==> src/adc_sel_pkg.sv <==
// Purpose: constants for the converter reference and input selection block
// Assumes: APB slave, 32-bit data, one word per register
// Notes: register byte addresses are the printed offsets times four
package adc_sel_pkg;
  localparam int unsigned IDX_CTRL_B = 32'h0000007B;
  localparam int unsigned IDX_INSEL = 32'h0000007C;
  localparam logic [11:0] ADDR_CTRL_B = 12'h1EC;
  localparam logic [11:0] ADDR_INSEL = 12'h1F0;
  localparam logic [11:0] ADDR_IRQ_STATUS = 12'h200;
  localparam logic [11:0] ADDR_IRQ_ENABLE = 12'h204;
  localparam logic [11:0] ADDR_IRQ_CLEAR = 12'h208;
  localparam logic [11:0] ADDR_RESULT = 12'h20C;
  localparam logic [11:0] ADDR_ACTIVE = 12'h210;
  localparam logic [7:0] RESET_CTRL_B = 8'h00;
  localparam logic [7:0] RESET_INSEL = 8'h00;
  localparam logic [7:0] CTRL_B_WMASK = 8'h4F;
  localparam int REF_MSB = 7;
  localparam int REF_LSB = 6;
  localparam int ALIGN_BIT = 5;
  localparam int CHAN_LOW_MSB = 4;
  localparam int CHAN_HIGH_BIT = 3;
  localparam int TRIG_MSB = 2;
  localparam int CMUX_BIT = 6;
  localparam logic [1:0] REF_PIN = 2'h0;
  localparam logic [1:0] REF_SUPPLY = 2'h1;
  localparam logic [1:0] REF_INT_1V1 = 2'h2;
  localparam logic [1:0] REF_INT_2V56 = 2'h3;
  localparam logic [1:0] GAIN_1X = 2'h0;
  localparam logic [1:0] GAIN_10X = 2'h1;
  localparam logic [1:0] GAIN_200X = 2'h2;
  localparam logic [1:0] IRQ_DONE = 2'h0;
  localparam logic [1:0] IRQ_CFG = 2'h1;
  typedef enum logic [1:0] {IDLE, CONVERT} conv_state_t;
endpackage : adc_sel_pkg

==> src/adc_chan_decode.sv <==
// Purpose: decode a six-bit selector into input routing and gain
// Assumes: selector already latched for the running conversion
// Notes: codes above the table give an invalid flag; output registered
`timescale 1ns/10ps
module adc_chan_decode (
  input wire logic clk,
  input wire logic srst,
  input wire logic [5:0] code,
  output logic [3:0] pos_input,
  output logic [3:0] neg_input,
  output logic differential,
  output logic [1:0] gain,
  output logic code_valid
);
  wire logic single_w = (code[5:3] == 3'h0);
  wire logic gained_w = (code[5:3] == 3'h1);
  wire logic unity_w = (code[5:4] == 2'h1) && (code <= 6'h19);
  // gained pairs: bit2 picks pair 0/1 or 2/3, bit1 picks 10x or 200x
  wire logic [3:0] g_neg_w = code[2] ? 4'h2 : 4'h0;
  wire logic [3:0] g_pos_w = g_neg_w + {3'h0, code[0]};
  wire logic [3:0] u_pos_w = code[3] ? {3'h0, code[0]} : {1'h0, code[2:0]};
  wire logic [3:0] u_neg_w = code[3] ? 4'h2 : 4'h1;
  always_ff @(posedge clk) begin
    if (srst) begin
      pos_input <= 4'h0;
      neg_input <= 4'h0;
      differential <= 1'b0;
      gain <= adc_sel_pkg::GAIN_1X;
      code_valid <= 1'b1;
    end else begin
      pos_input <= single_w ? {1'h0, code[2:0]} :
                   (gained_w ? g_pos_w : (unity_w ? u_pos_w : 4'h0)); // [RULE12] [RULE13]
      neg_input <= gained_w ? g_neg_w : (unity_w ? u_neg_w : 4'h0); // [RULE13]
      differential <= gained_w || unity_w;
      gain <= gained_w ? (code[1] ? adc_sel_pkg::GAIN_200X : adc_sel_pkg::GAIN_10X)
                       : adc_sel_pkg::GAIN_1X;
      code_valid <= single_w || gained_w || unity_w;
    end
  end
  a_single_route: assert property (@(posedge clk) disable iff (srst)
    (code[5:3] == 3'h0) |=> (!differential && gain == 2'h0 && pos_input == {1'h0, $past(code[2:0])}))
    else $error("single-ended code decoded wrongly"); // [RULE12]
  a_gain_pair: assert property (@(posedge clk) disable iff (srst)
    (code == 6'h0F) |=> (differential && gain == 2'h2 && pos_input == 4'h3 && neg_input == 4'h2))
    else $error("gained pair decoded wrongly"); // [RULE13]
  a_unity_neg: assert property (@(posedge clk) disable iff (srst)
    (code == 6'h19) |=> (differential && gain == 2'h0 && pos_input == 4'h1 && neg_input == 4'h2))
    else $error("unity pair decoded wrongly"); // [RULE13]
endmodule : adc_chan_decode

==> src/adc_input_reference_select.sv <==
// Purpose: reference, alignment and channel selection registers for the converter
// Assumes: converter core signals conv_start and conv_done on clk
// Notes: reference and channel latch at conversion start, alignment is live
//
// Notes on behaviour
// [RULE1] reference field bits 7:6 pick pin, supply, 1.1V or 2.56V
// [RULE2] reference change mid-conversion waits for conversion completion
// [RULE3] software avoids internal references while the reference pin is driven
// [RULE4] with 10x or 200x gain software uses only the 2.56V internal reference
// [RULE5] software never uses 1.1V internal reference for differential conversion
// [RULE6] bit 5 set gives left aligned result, clear gives right aligned
// [RULE7] alignment change alters the held result presentation at once
// [RULE8] bits 4:0 choose inputs and gain; change waits for completion
// [RULE9] bit 3 of control register b is the sixth selector bit
// [RULE10] sixth selector bit change waits for the running conversion to finish
// [RULE11] on reduced-pin variants the sixth selector bit does nothing
// [RULE12] codes 0 to 7 are single-ended inputs 0 to 7, no gain
// [RULE13] codes 8-15 gained pairs, 16-25 unity pairs with negative input 1 or 2
// [RULE14] result loads into the data pair when completion flag sets
// [RULE15] single-ended results are unsigned 0x000 to 0x3FF
// [RULE16] differential results are two's complement 0x200 to 0x1FF
// [RULE17] left: high byte bits 9:2, low byte top bits 1:0; right: low 7:0
// [RULE18] control register b bits 7, 5 and 4 read zero, ignore writes
`timescale 1ns/10ps
module adc_input_reference_select #(
  parameter bit WIDE_PINOUT = 1'b1
) (
  input wire logic clk,
  input wire logic srst,
  input wire logic psel,
  input wire logic penable,
  input wire logic pwrite,
  input wire logic [11:0] paddr,
  input wire logic [31:0] pwdata,
  output logic [31:0] prdata,
  output logic pready,
  output logic pslverr,
  input wire logic conv_start,
  input wire logic conv_done,
  input wire logic [9:0] conv_result,
  output logic [1:0] reference_select,
  output logic [3:0] pos_input,
  output logic [3:0] neg_input,
  output logic differential,
  output logic [1:0] gain,
  output logic code_valid,
  output logic conversion_done_flag,
  output logic [7:0] result_low_byte,
  output logic [7:0] result_high_byte,
  output logic [2:0] trigger_source_select,
  output logic comparator_mux_enable,
  output logic irq
);
  // ==========================================================
  // register bus decode
  logic [7:0] insel_r;
  logic [7:0] ctrl_b_r;
  logic [1:0] irq_status_r;
  logic [1:0] irq_enable_r;
  logic [9:0] result_r;
  logic [1:0] active_ref_r;
  logic [5:0] active_code_r;
  logic busy_r;
  logic flag_r;
  adc_sel_pkg::conv_state_t state_r;

  wire logic access_w = psel && penable;
  wire logic wr_w = access_w && pwrite;
  wire logic hit_insel_w = (paddr == adc_sel_pkg::ADDR_INSEL);
  wire logic hit_ctrl_b_w = (paddr == adc_sel_pkg::ADDR_CTRL_B);
  wire logic hit_stat_w = (paddr == adc_sel_pkg::ADDR_IRQ_STATUS);
  wire logic hit_en_w = (paddr == adc_sel_pkg::ADDR_IRQ_ENABLE);
  wire logic hit_clr_w = (paddr == adc_sel_pkg::ADDR_IRQ_CLEAR);
  wire logic hit_res_w = (paddr == adc_sel_pkg::ADDR_RESULT);
  wire logic hit_act_w = (paddr == adc_sel_pkg::ADDR_ACTIVE);
  wire logic mapped_w = hit_insel_w || hit_ctrl_b_w || hit_stat_w || hit_en_w
                        || hit_clr_w || hit_res_w || hit_act_w;
  wire logic wr_insel_w = wr_w && hit_insel_w;
  wire logic wr_ctrl_b_w = wr_w && hit_ctrl_b_w;

  assign pready = 1'b1;
  assign pslverr = access_w && !mapped_w;

  // ==========================================================
  // control registers
  wire logic [7:0] ctrl_b_nxt = pwdata[7:0] & adc_sel_pkg::CTRL_B_WMASK; // [RULE18]
  always_ff @(posedge clk) begin
    if (srst) begin
      insel_r <= adc_sel_pkg::RESET_INSEL;
      ctrl_b_r <= adc_sel_pkg::RESET_CTRL_B;
    end else begin
      if (wr_insel_w) insel_r <= pwdata[7:0];
      if (wr_ctrl_b_w) ctrl_b_r <= ctrl_b_nxt;
    end
  end

  wire logic align_left_w = insel_r[adc_sel_pkg::ALIGN_BIT];
  wire logic high_sel_w = WIDE_PINOUT ? ctrl_b_r[adc_sel_pkg::CHAN_HIGH_BIT] : 1'b0; // [RULE11]
  wire logic [5:0] code_w = {high_sel_w, insel_r[adc_sel_pkg::CHAN_LOW_MSB:0]}; // [RULE9]
  wire logic [1:0] ref_w = insel_r[adc_sel_pkg::REF_MSB:adc_sel_pkg::REF_LSB]; // [RULE1]

  // ==========================================================
  // conversion tracking: reference and selector are frozen while a conversion runs
  wire logic start_w = conv_start && (state_r == adc_sel_pkg::IDLE);
  wire logic done_w = conv_done && (state_r == adc_sel_pkg::CONVERT);
  always_ff @(posedge clk) begin
    if (srst) begin
      state_r <= adc_sel_pkg::IDLE;
    end else begin
      unique case (state_r)
        adc_sel_pkg::IDLE: if (start_w) state_r <= adc_sel_pkg::CONVERT;
        adc_sel_pkg::CONVERT: if (done_w) state_r <= adc_sel_pkg::IDLE;
      endcase
    end
  end
  assign busy_r = (state_r == adc_sel_pkg::CONVERT);

  always_ff @(posedge clk) begin
    if (srst) begin
      active_ref_r <= adc_sel_pkg::REF_PIN;
      active_code_r <= 6'h00;
    end else if (!busy_r || done_w) begin
      active_ref_r <= ref_w; // [RULE2]
      active_code_r <= code_w; // [RULE8] [RULE10]
    end
  end
  assign reference_select = active_ref_r;

  adc_chan_decode u_decode (
    .clk(clk),
    .srst(srst),
    .code(active_code_r),
    .pos_input(pos_input),
    .neg_input(neg_input),
    .differential(differential),
    .gain(gain),
    .code_valid(code_valid)
  );

  // ==========================================================
  // result capture and presentation
  always_ff @(posedge clk) begin
    if (srst) begin
      result_r <= 10'h000;
      flag_r <= 1'b0;
    end else begin
      if (done_w) result_r <= conv_result; // [RULE14] [RULE15] [RULE16]
      if (done_w) flag_r <= 1'b1; // [RULE14]
      else if (wr_w && hit_clr_w && pwdata[adc_sel_pkg::IRQ_DONE]) flag_r <= 1'b0;
    end
  end
  assign conversion_done_flag = flag_r;

  // alignment is combinational on the held word, so it changes at once
  wire logic [7:0] low_w = align_left_w ? {result_r[1:0], 6'h00} : result_r[7:0]; // [RULE6] [RULE17]
  wire logic [7:0] high_w = align_left_w ? result_r[9:2] : {6'h00, result_r[9:8]}; // [RULE7] [RULE17]
  assign result_low_byte = low_w;
  assign result_high_byte = high_w;
  assign trigger_source_select = ctrl_b_r[adc_sel_pkg::TRIG_MSB:0];
  assign comparator_mux_enable = ctrl_b_r[adc_sel_pkg::CMUX_BIT];

  // ==========================================================
  // interrupts: done event and an event for an input select write during a conversion
  wire logic cfg_evt_w = wr_insel_w && busy_r;
  wire logic [1:0] evt_w = {cfg_evt_w, done_w};
  wire logic [1:0] clr_w = (wr_w && hit_clr_w) ? pwdata[1:0] : 2'h0;
  always_ff @(posedge clk) begin
    if (srst) begin
      irq_status_r <= 2'h0;
      irq_enable_r <= 2'h0;
    end else begin
      irq_status_r <= (irq_status_r & ~clr_w) | evt_w;
      if (wr_w && hit_en_w) irq_enable_r <= pwdata[1:0];
    end
  end
  assign irq = |(irq_status_r & irq_enable_r);

  // ==========================================================
  // read data
  wire logic [31:0] rd_w =
    hit_insel_w ? {24'h0, insel_r} :
    hit_ctrl_b_w ? {24'h0, ctrl_b_r} : // [RULE18]
    hit_stat_w ? {30'h0, irq_status_r} :
    hit_en_w ? {30'h0, irq_enable_r} :
    hit_res_w ? {16'h0, high_w, low_w} :
    hit_act_w ? {23'h0, busy_r, active_ref_r, active_code_r} : 32'h0;
  always_ff @(posedge clk) begin
    if (srst) prdata <= 32'h0;
    else if (psel && !penable && !pwrite) prdata <= rd_w;
  end

  // ==========================================================
  // checks
  a_ref_hold: assert property (@(posedge clk) disable iff (srst)
    (busy_r && !conv_done) |=> $stable(active_ref_r))
    else $error("reference changed during conversion"); // [RULE2]
  a_code_hold: assert property (@(posedge clk) disable iff (srst)
    (busy_r && !conv_done) |=> $stable(active_code_r))
    else $error("selector changed during conversion"); // [RULE8]
  a_ref_decode: assert property (@(posedge clk) disable iff (srst)
    (!busy_r) |=> (reference_select == $past(insel_r[7:6])))
    else $error("reference does not follow the field when idle"); // [RULE1]
  a_align_left: assert property (@(posedge clk) disable iff (srst)
    align_left_w |-> (result_high_byte == result_r[9:2] && result_low_byte[5:0] == 6'h00))
    else $error("left alignment wrong"); // [RULE6]
  a_align_now: assert property (@(posedge clk) disable iff (srst)
    (!align_left_w) |-> (result_low_byte == result_r[7:0] && result_high_byte[7:2] == 6'h00))
    else $error("right alignment wrong"); // [RULE7]
  a_result_load: assert property (@(posedge clk) disable iff (srst)
    done_w |=> (conversion_done_flag && result_r == $past(conv_result)))
    else $error("result not loaded with flag"); // [RULE14]
  a_high_bit_gate: assert property (@(posedge clk) disable iff (srst)
    (!WIDE_PINOUT) |-> !code_w[5])
    else $error("sixth selector bit active on reduced part"); // [RULE11]
  a_ctrl_b_res: assert property (@(posedge clk) disable iff (srst)
    (ctrl_b_r & 8'hB0) == 8'h00)
    else $error("reserved bits set"); // [RULE18]
  a_high_joins: assert property (@(posedge clk) disable iff (srst)
    (!busy_r && WIDE_PINOUT) |=> (active_code_r[5] == $past(ctrl_b_r[3])))
    else $error("sixth bit not joined"); // [RULE9] [RULE10]
endmodule : adc_input_reference_select

==> config.mk <==
export PLATFORM = sky130hd
export DESIGN_NAME = adc_input_reference_select
export DESIGN_NICKNAME = d
export VERILOG_FILES = /design/src/adc_sel_pkg.sv /design/src/adc_chan_decode.sv /design/src/adc_input_reference_select.sv
export SDC_FILE = /design/constraint.sdc
export NUM_CORES = 1
export LEC_CHECK = 0
export ABC_AREA = 1
export BUFFER_PORTS_ARGS = -buffer_cell sky130_fd_sc_hd__buf_2
export CAP_MARGIN = 20
export CORE_AREA = 2 2 90 92
export CTS_CLUSTER_DIAMETER = 60
export DETAILED_ROUTE_END_ITERATION = 6
export DIE_AREA = 0 0 92 94
export PLACE_DENSITY = 0.66
export SYNTH_ARGS = -nofsm -noshare
export SYNTH_HDL_FRONTEND = slang
export SYNTH_HIERARCHICAL = 1
export SYNTH_SLANG_ARGS = --single-unit
==> constraint.sdc <==
create_clock -name clk -period 2.95 [get_ports clk]
set_clock_uncertainty 0.15 [all_clocks]
set_input_delay 0.1475 -clock clk [delete_from_list [all_inputs] [get_ports clk]]
set_output_delay 0.1475 -clock clk [all_outputs]
set_load 0.03 [all_outputs]
Word level (Yosys, flattened, before mapping)
Cells that the tools add are included.
{"block": "word_totals", "reg_bits": 82, "latch_bits": 0, "ram_bits": 0, "rom_bits": 0, "inputBits": 61, "out_inout_bits": 70, "word_cells": 93, "mem_count": 0}
{"block": "classes", "add_sub_neg": 1, "n_mul": 0, "n_div": 0, "n_lt_le_gt_ge": 1, "eq_ne": 12, "n_shift": 0, "n_mux": 23, "bitwise": 5, "n_reduce_logical": 35}
{"operator": "$mux 16", "count": 5}
{"operator": "$eq 12x10->1 const B", "count": 5}
{"operator": "$eq 12x9->1 const B", "count": 2}
{"operator": "$mux 4", "count": 4}
{"operator": "$mux 8", "count": 2}
{"operator": "$logic_and 1x1->1", "count": 14}
{"operator": "$mux 2", "count": 6}
{"operator": "$logic_or 1x1->1", "count": 10}
{"operator": "$mux 9", "count": 1}
{"operator": "$le 6x5->1 const B", "count": 1}
{"operator": "$mux 3", "count": 2}
{"operator": "$reduce_or 2->1", "count": 3}
{"operator": "$add 4x1->4", "count": 1}
{"operator": "$and 2x2->2", "count": 2}
{"operator": "$eq 2x1->1 const B", "count": 2}
{"operator": "$logic_not 1->1", "count": 4}
{"operator": "$pmux 2 s2", "count": 1}
{"operator": "$eq 3x1->1 const B", "count": 1}
{"operator": "$logic_not 3->1", "count": 1}
{"operator": "$logic_not 2->1", "count": 1}
{"operator": "$mux 1", "count": 2}
{"operator": "$ne 2x1->1 const B", "count": 1}
{"operator": "$ne 2x2->1 const B", "count": 1}
{"operator": "$not 2->2", "count": 1}
{"operator": "4 further kinds", "count": 4}

Longest topological paths before layout
Gate-level depths: netlist of run 1.
{"block": "depth", "ltp_word": 9, "mapped_depth": 10}

Cells and area by module
Netlist of run 1, hierarchy kept.
{"module": "adc_input_reference_select", "n_inst": 1, "cells_each": 378, "area_each_um2": 2646.3, "seq_area_each_um2": 1061.0}
{"module": "adc_chan_decode", "n_inst": 1, "cells_each": 39, "area_each_um2": 329.1, "seq_area_each_um2": 180.2}

Worst setup path after synthesis of run 1
Ideal clock, no wire load.
{"block": "synth_path", "path_type": "reg2reg", "start": "register insel_r[5]", "end": "register prdata[7]", "setup_time_ns": 0.070, "arrival_time_ns": 1.590, "required_ns": 2.730, "setup_slack_ns": 1.139, "path_stages_with_launch": 7, "n_path_buf": 0, "path_cell_list": "dfxtp_1 -> inv_1 -> o21ai_0 -> nand2_1 -> nand3_1 -> nand2_1 -> a21oi_1"}
{"block": "synth_between", "elab_chain_len": 6}
{"item": "from (decl)", "line_no": "adc_input_reference_select.sv:56", "source": "logic [7:0] insel_r;"}
{"item": "from (signal assigned)", "line_no": "adc_input_reference_select.sv:89", "source": "insel_r <= adc_sel_pkg::RESET_INSEL;"}
{"item": "from (signal assigned)", "line_no": "adc_input_reference_select.sv:92", "source": "if (wr_insel_w) insel_r <= pwdata[7:0];"}
{"item": "$mux 8", "line_no": "adc_input_reference_select.sv:155", "source": "wire logic [7:0] low_w = align_left_w ? {result_r[1:0], 6'h00} : result_r[7:0];"}
{"item": "net result_low_byte[7]", "line_no": "adc_input_reference_select.sv:48", "source": "output logic [7:0] result_low_byte,"}
{"item": "$mux 16", "line_no": "adc_input_reference_select.sv:185", "source": "hit_res_w ? {16'h0, high_w, low_w} :"}
{"item": "$mux 16", "line_no": "adc_input_reference_select.sv:184", "source": "hit_en_w ? {30'h0, irq_enable_r} :"}
{"item": "$mux 16", "line_no": "adc_input_reference_select.sv:183", "source": "hit_stat_w ? {30'h0, irq_status_r} :"}
{"item": "$mux 16", "line_no": "adc_input_reference_select.sv:182", "source": "hit_ctrl_b_w ? {24'h0, ctrl_b_r} :"}
{"item": "$mux 16", "line_no": "adc_input_reference_select.sv:181", "source": "hit_insel_w ? {24'h0, insel_r} :"}
{"item": "to (signal assigned)", "line_no": "adc_input_reference_select.sv:189", "source": "else if (psel && !penable && !pwrite) prdata <= rd_w;"}
{"item": "to (decl)", "line_no": "adc_input_reference_select.sv:35", "source": "output logic [31:0] prdata,"}
The timed path passes the listed nets, and every way through them passes these cells.
A chain may end at the register's enable or synchronous reset.

Final worst setup path of run 1
{"block": "layout_path", "start": "register insel_r[5]", "end": "output result_low_byte[6]"}
{"block": "layout_between", "elab_chain_len": 1}
{"item": "$mux 8", "line_no": "adc_input_reference_select.sv:155"}
{"item": "to (decl)", "line_no": "adc_input_reference_select.sv:48"}
Every way passes these cells.

==> impl_metrics.ini, run 1 <==
[die]
initial_core_util_pct = 39.11
die_h_um = 94
die_w_um = 92
io_pins = 131
fp.dieArea_um2 = 8648
core_um2 = 7607
std_cell_rows = 32

[grt]
grt_util_met1_pct = 23.78
grtUsageMet3_pct = 4.735
grt_use_total_pct = 18.17
antenna_found_initial = 0
grt_pass1_wl_mm = 12.16
grt_pass1_vias = 2602
overflow = 0
use_met2_pct = 28.62
grt-busiest-layer = met2
grt_start_max_net_pins = 36

[setup_path]
reg2reg_slack_ns = 1.14
critPathCaptureType = output pin
crit_fanout = 14
path_cells = inv_1, o21ai_0, buf_2
crit_path_max_incr_delay_ns = 0.60
r2r_end = prdata[6]
required_ns = 2.65
crit_buf_inv = 2
rr_startpoint = insel_r[5]
crit_family = flip-flops
worst_setup_path_start_kind = flop
r2r_cells = 7
cp.arrival_ns = 1.85
cp_slowest_cell = dfxtp_1
worst-setup-path-type = reg -> out

[routing]
vias = 2945
ant_nets = 0
first_pass_iters = 4
wl_per_cell_um = 12.63
wl_mm = 7.871
drc = 0
drt_iter0_drc = 216
viasPerCell = 4.727

[min_path]
hold_start = penable
whs_path_depth = 4
hold_class = in -> reg
min_to = prdata[6]

[clock_tree]
clkTransAtPathRegs_ns = 0.06
cts_root_buf = clkbuf_8
cts_max_path_buffers = 2
clock_latency_ns = 0.34
cts_buffers = 9
cts_tree = done
htreeDepth = 3
clock-sinks = 62

[yosys]
synthAdderAreaFrac_pct = 0
synth_top_family_by_area = simple AND/OR/NAND/NOR gates
synth_top_flop_cell = dfxtp_1
synth_edf_count = 0
synth_simple_gate_area_share_pct = 27.17
netlist_area_um2 = 2975
ys_async_sr_fraction_pct = 0
muxShareOfSynthArea_pct = 0
yosys_warnings = 6
synthXorXnorAreaFrac_pct = 0
yosys.area.top_type = dfxtp_1
synthTopCellsByArea = dfxtp_1, nand2_1, a21oi_1, inv_1, o21ai_0
syn_avg_cell_area_um2 = 7.135
postSynthCellCount = 417
synth_cell_types = 31
synth_top_area_share_pct = 41.72
synth-compound-area-share_pct = 15.64
seq_area_frac_synth_pct = 41.72
yosys_register_bits = 62

[power]
vdd_drop_max_mv = 0.2088
p_per_area_nw_per_um2 = 513.8
total_power_mw = 1.945
p_leak_nw = 1.801

[sta]
rsz0062_at_grt = no
tns_ns = 0
relSlewSlack_pct = 46.93
slew_violations = 0
max_slew.worst_pin.slew_ns = 0.7952
timing.fmax_ghz = 0.4650
hold_viol = 0
setup_viol = 0
fin_crit_sh_pct = 72.90
whs_ns = 0.09256
fin_crit_ns = 2.151

[placed_design]
portBuffers = 86
dpl.hpwl_mm = 5.919
postPlaceCellArea_um2 = 3373
place_inst = 589
globalplace.congestion = 0.8711

[layout]
final_layout_size_suffix_gt1_share_pct = 23.61
diodes = 0
stdcell_count = 623
num-fill-cells = 776
fin_area_um2 = 3785
multi_input_area_um2 = 1349
syn2layout_area_growth_pct = 27.21
seq_area_um2 = 1241
final_common_cell = buf_2
most-common-layout-cells = buf_2, nand2_1, dfxtp_1, inv_1, nor2_1
final_nets = 578

[status]
outcome = complete, no violations

[run]
max-cap-violations = 0
-- worst max path at each step --
| stage | startpoint | end | cells after the start |
|---|---|---|---|
| 4_1_cts | insel_r[5] | result_low_byte[7] | 3 |
| 6_report | insel_r[5] | result_low_byte[6] | 3 |
| 2_1_floorplan | insel_r[5] | prdata[7] | 6 |
| 5_1_grt | insel_r[5] | result_low_byte[6] | 3 |
| 3_5_place_dp | paddr[8] | pslverr | 10 |
| 3_3_place_gp | paddr[8] | pslverr | 10 |
-- cells in the mapped netlist (3+ instances only) --
cell,instances
nand3_1,25
dfxtp_1,62
conb_1,3
nor2_4,4
o22ai_1,3
nand2_1,73
buf_4,23
inv_2,3
nand4_1,5
clkbuf_1,7
inv_1,52
nor3_1,7
nand2_2,4
nor2_1,44
a21oi_1,40
o21ai_1,5
nor3_2,3
o21ai_0,36
-- cells by family (layout without fill, tap and decap cells) --
group | count (synthesis) | after routing
AO/OA/AOI/OAI | 89 | 89
flip-flops | 62 | 62
buffers and inverters | 91 | 178
AND/OR/NAND/NOR | 172 | 172
other | 3 | 20
-- where the power goes --
| part | internal (mW) | switching [mW] | total [mW] |
|---|---|---|---|
| Clock | 0.514 | 0.323 | 0.838 |
| Sequential | 0.859 | 0.0159 | 0.874 |
| Combinational | 0.0719 | 0.161 | 0.233 |
-- worst min-delay path, stage by stage --
cell	delay [ns]
buf_2	0.10
nor3_2	0.07
o21ai_0	0.15
nor2_1	0.06
-- repair_timing --
action,4_1_cts,5_1_grt
endpoints found under the hold margin,25,0
hold buffers,19,0
buffers inserted,0,0
resized for setup,0,0
-- layer usage --
layer,up-vias,part of all wire [%]
li1,1497,-
met1,1343,45
met2,93,46
met4,0,1.6
met3,12,6.8
met5,-,0
-- through the flow --
| stage | setup WS (ns) | util, % |
|---|---|---|
| 3_5_place_dp | 1.116 | 44.34 |
| 6_report | 0.7993 | 49.75 |
| 2_1_floorplan | 1.139 | - |
| 5_1_grt | 0.6481 | 49.75 |
| 4_1_cts | 0.8203 | 49.75 |
| 3_3_place_gp | 1.136 | 44.34 |
-- final cells by class --
class | count | share of cell area (%)
clock inverters | 4 | 1.851
flip-flops and latches | 62 | 32.79
repair buffers | 107 | 16.79
inverters | 56 | 5.554
multi-input cells | 281 | 35.64
well taps | 102 | 3.372
clock buffers | 11 | 4.000
-- registers in the layout (all words and copies together), names as in the netlist --
| name | count |
|---|---|
| insel_r | 8 |
| ctrl_b_r | 5 |
| u_decode/code_valid | 1 |
| irq_enable_r | 2 |
| u_decode/pos_input | 3 |
| active_code_r | 6 |
| conversion_done_flag | 1 |
| u_decode/differential | 1 |
| reference_select | 2 |
| irq_status_r | 2 |
| prdata | 16 |
| u_decode/gain | 2 |
| result_r | 10 |
| state_r | 1 |
| u_decode/neg_input | 2 |
(Power assumes the default switching activity.)
==> run 2, diff against run 1 <==
Settings changed: PLACE_DENSITY 0.66 to 0.68.
Clock period 2.95 ns to 1.8 ns, I/O delays scaled along.
==> impl_metrics.ini, run 2 (synthesized netlist as in run 1, its figures left out) <==
[status]
outcome = complete, no violations

[placed_design]
dpl.hpwl_mm = 5.908
place_inst = 595
globalplace.congestion = 0.8334
postPlaceCellArea_um2 = 3418
portBuffers = 86

[layout]
final_nets = 584
stdcell_count = 630
largest_register_ffs = 16
fin_area_um2 = 3839
syn2layout_area_growth_pct = 29.02
final_common_cell = buf_2
regMostFlops = prdata
multi_input_area_um2 = 1349
top_regs = prdata (16), result_r (10), insel_r (8)
seq_area_um2 = 1241
final_layout_size_suffix_gt1_share_pct = 24.05
num-fill-cells = 768
diodes = 0
most-common-layout-cells = buf_2, nand2_1, dfxtp_1, inv_1, nor2_1

[setup_path]
required_ns = 1.56
crit_fanout = 9
critPathCaptureType = output pin
worst-setup-path-type = reg -> out
worst_setup_path_start_kind = flop
cp.arrival_ns = 1.39

[die]
die_w_um = 92
die_h_um = 94
fp.dieArea_um2 = 8648
std_cell_rows = 32
core_um2 = 7607
io_pins = 131
initial_core_util_pct = 39.11

[power]
p_leak_nw = 1.830
p_per_area_nw_per_um2 = 851.1
vdd_drop_max_mv = 0.4155

[grt]
grt_start_max_net_pins = 27
grt_use_total_pct = 18.50
antenna_found_initial = 0
overflow = 0
grt_pass1_vias = 2742
grt_pass1_wl_mm = 12.57

[clock_tree]
clock_latency_ns = 0.34
htreeDepth = 3
cts_tree = done
clock-sinks = 62
cts_max_path_buffers = 2
clkTransAtPathRegs_ns = 0.07
cts_buffers = 9
cts_root_buf = clkbuf_8

[routing]
ant_nets = 0
viasPerCell = 4.762
drt_iter0_drc = 154
wl_mm = 7.862
wl_per_cell_um = 12.48
vias = 3000
first_pass_iters = 5
drc = 0

[sta]
timing.fmax_ghz = 0.6128
tns_ns = 0
relSlewSlack_pct = 65.76
fin_crit_sh_pct = 90.66
hold_viol = 0
setup_viol = 0
slew_violations = 0
max_slew.worst_pin.slew_ns = 0.5123
rsz0062_at_grt = no
fin_crit_ns = 1.632

[run]
max-cap-violations = 0

[min_path]
hold_class = in -> reg
run 2: cell types whose count changed in the layout (fill, tap and decap cells not counted), sizes merged:
| cell | delta |
|---|---|
| bufinv | +1 |
| clkbuf | +1 |
| clkinv | -1 |
| buf | +6 |
run 2: stage by stage:
stage                     utilization, %  setup WS, ns  hold WS [ns]  total power, mW
final                              50.46        0.1681       0.07515            3.267
after global routing               50.46       0.03488       0.07500            3.393
after CTS                          50.46       0.04582       0.05246            3.291
after detailed placement           44.93        0.2150        0.1952            1.815
after global placement             44.93        0.2366        0.1825            1.809
after floorplan                        -       0.03928       0.03201            1.730
run 2: path summary, 6_finish.rpt:
check | depth (start not counted) | endpoint | slack (ns) | start
worst max register to register | 4 | result_r[6] | 0.33 | state_r[0]
worst min-delay path | 5 | result_r[1] | 0.08 | srst
worst min register to register | 2 | prdata[0] | 0.31 | prdata[0]
worst max-delay path | 3 | result_low_byte[7] | 0.17 | insel_r[5]
run 2: layout make-up:
type	count	area share [%]
Multi-Input combinational cell	281	35.14
Inverter	56	5.476
Timing Repair Buffer	113	17.73
Tap cell	102	3.325
Clock inverter	4	2.477
Clock buffer	12	3.520
Sequential cell	62	32.33
run 2: repair_timing:
action                                  4_1_cts  5_1_grt
endpoints found under the setup margin        0        1
endpoints found under the hold margin        29        0
resized for setup                             0        1
hold buffers                                 19        0
setup buffers                                 0        0
run 2: critical path: stages, from the launching register on:
cell,delay [ns]
dfxtp_1,0.39
inv_1,0.17
o21ai_1,0.25
buf_2,0.24
run 2: power by group:
group / total, mW / internal [mW] / switching, mW
clock: 1.45 / 0.920 / 0.527
combinational: 0.387 / 0.122 / 0.265
sequential: 1.43 / 1.41 / 0.0258
total: 3.27 / 2.45 / 0.818
run 2: routing by layer:
layer,share of wire (%),wire length [µm],global-route usage (%),up-vias
met4,1.5,117,7.587,0
li1,-,-,-,1512
met3,7.8,617,4.494,13
met1,43,3379,23.69,1361
met2,48,3746,29.96,114
met5,0,0,0,-
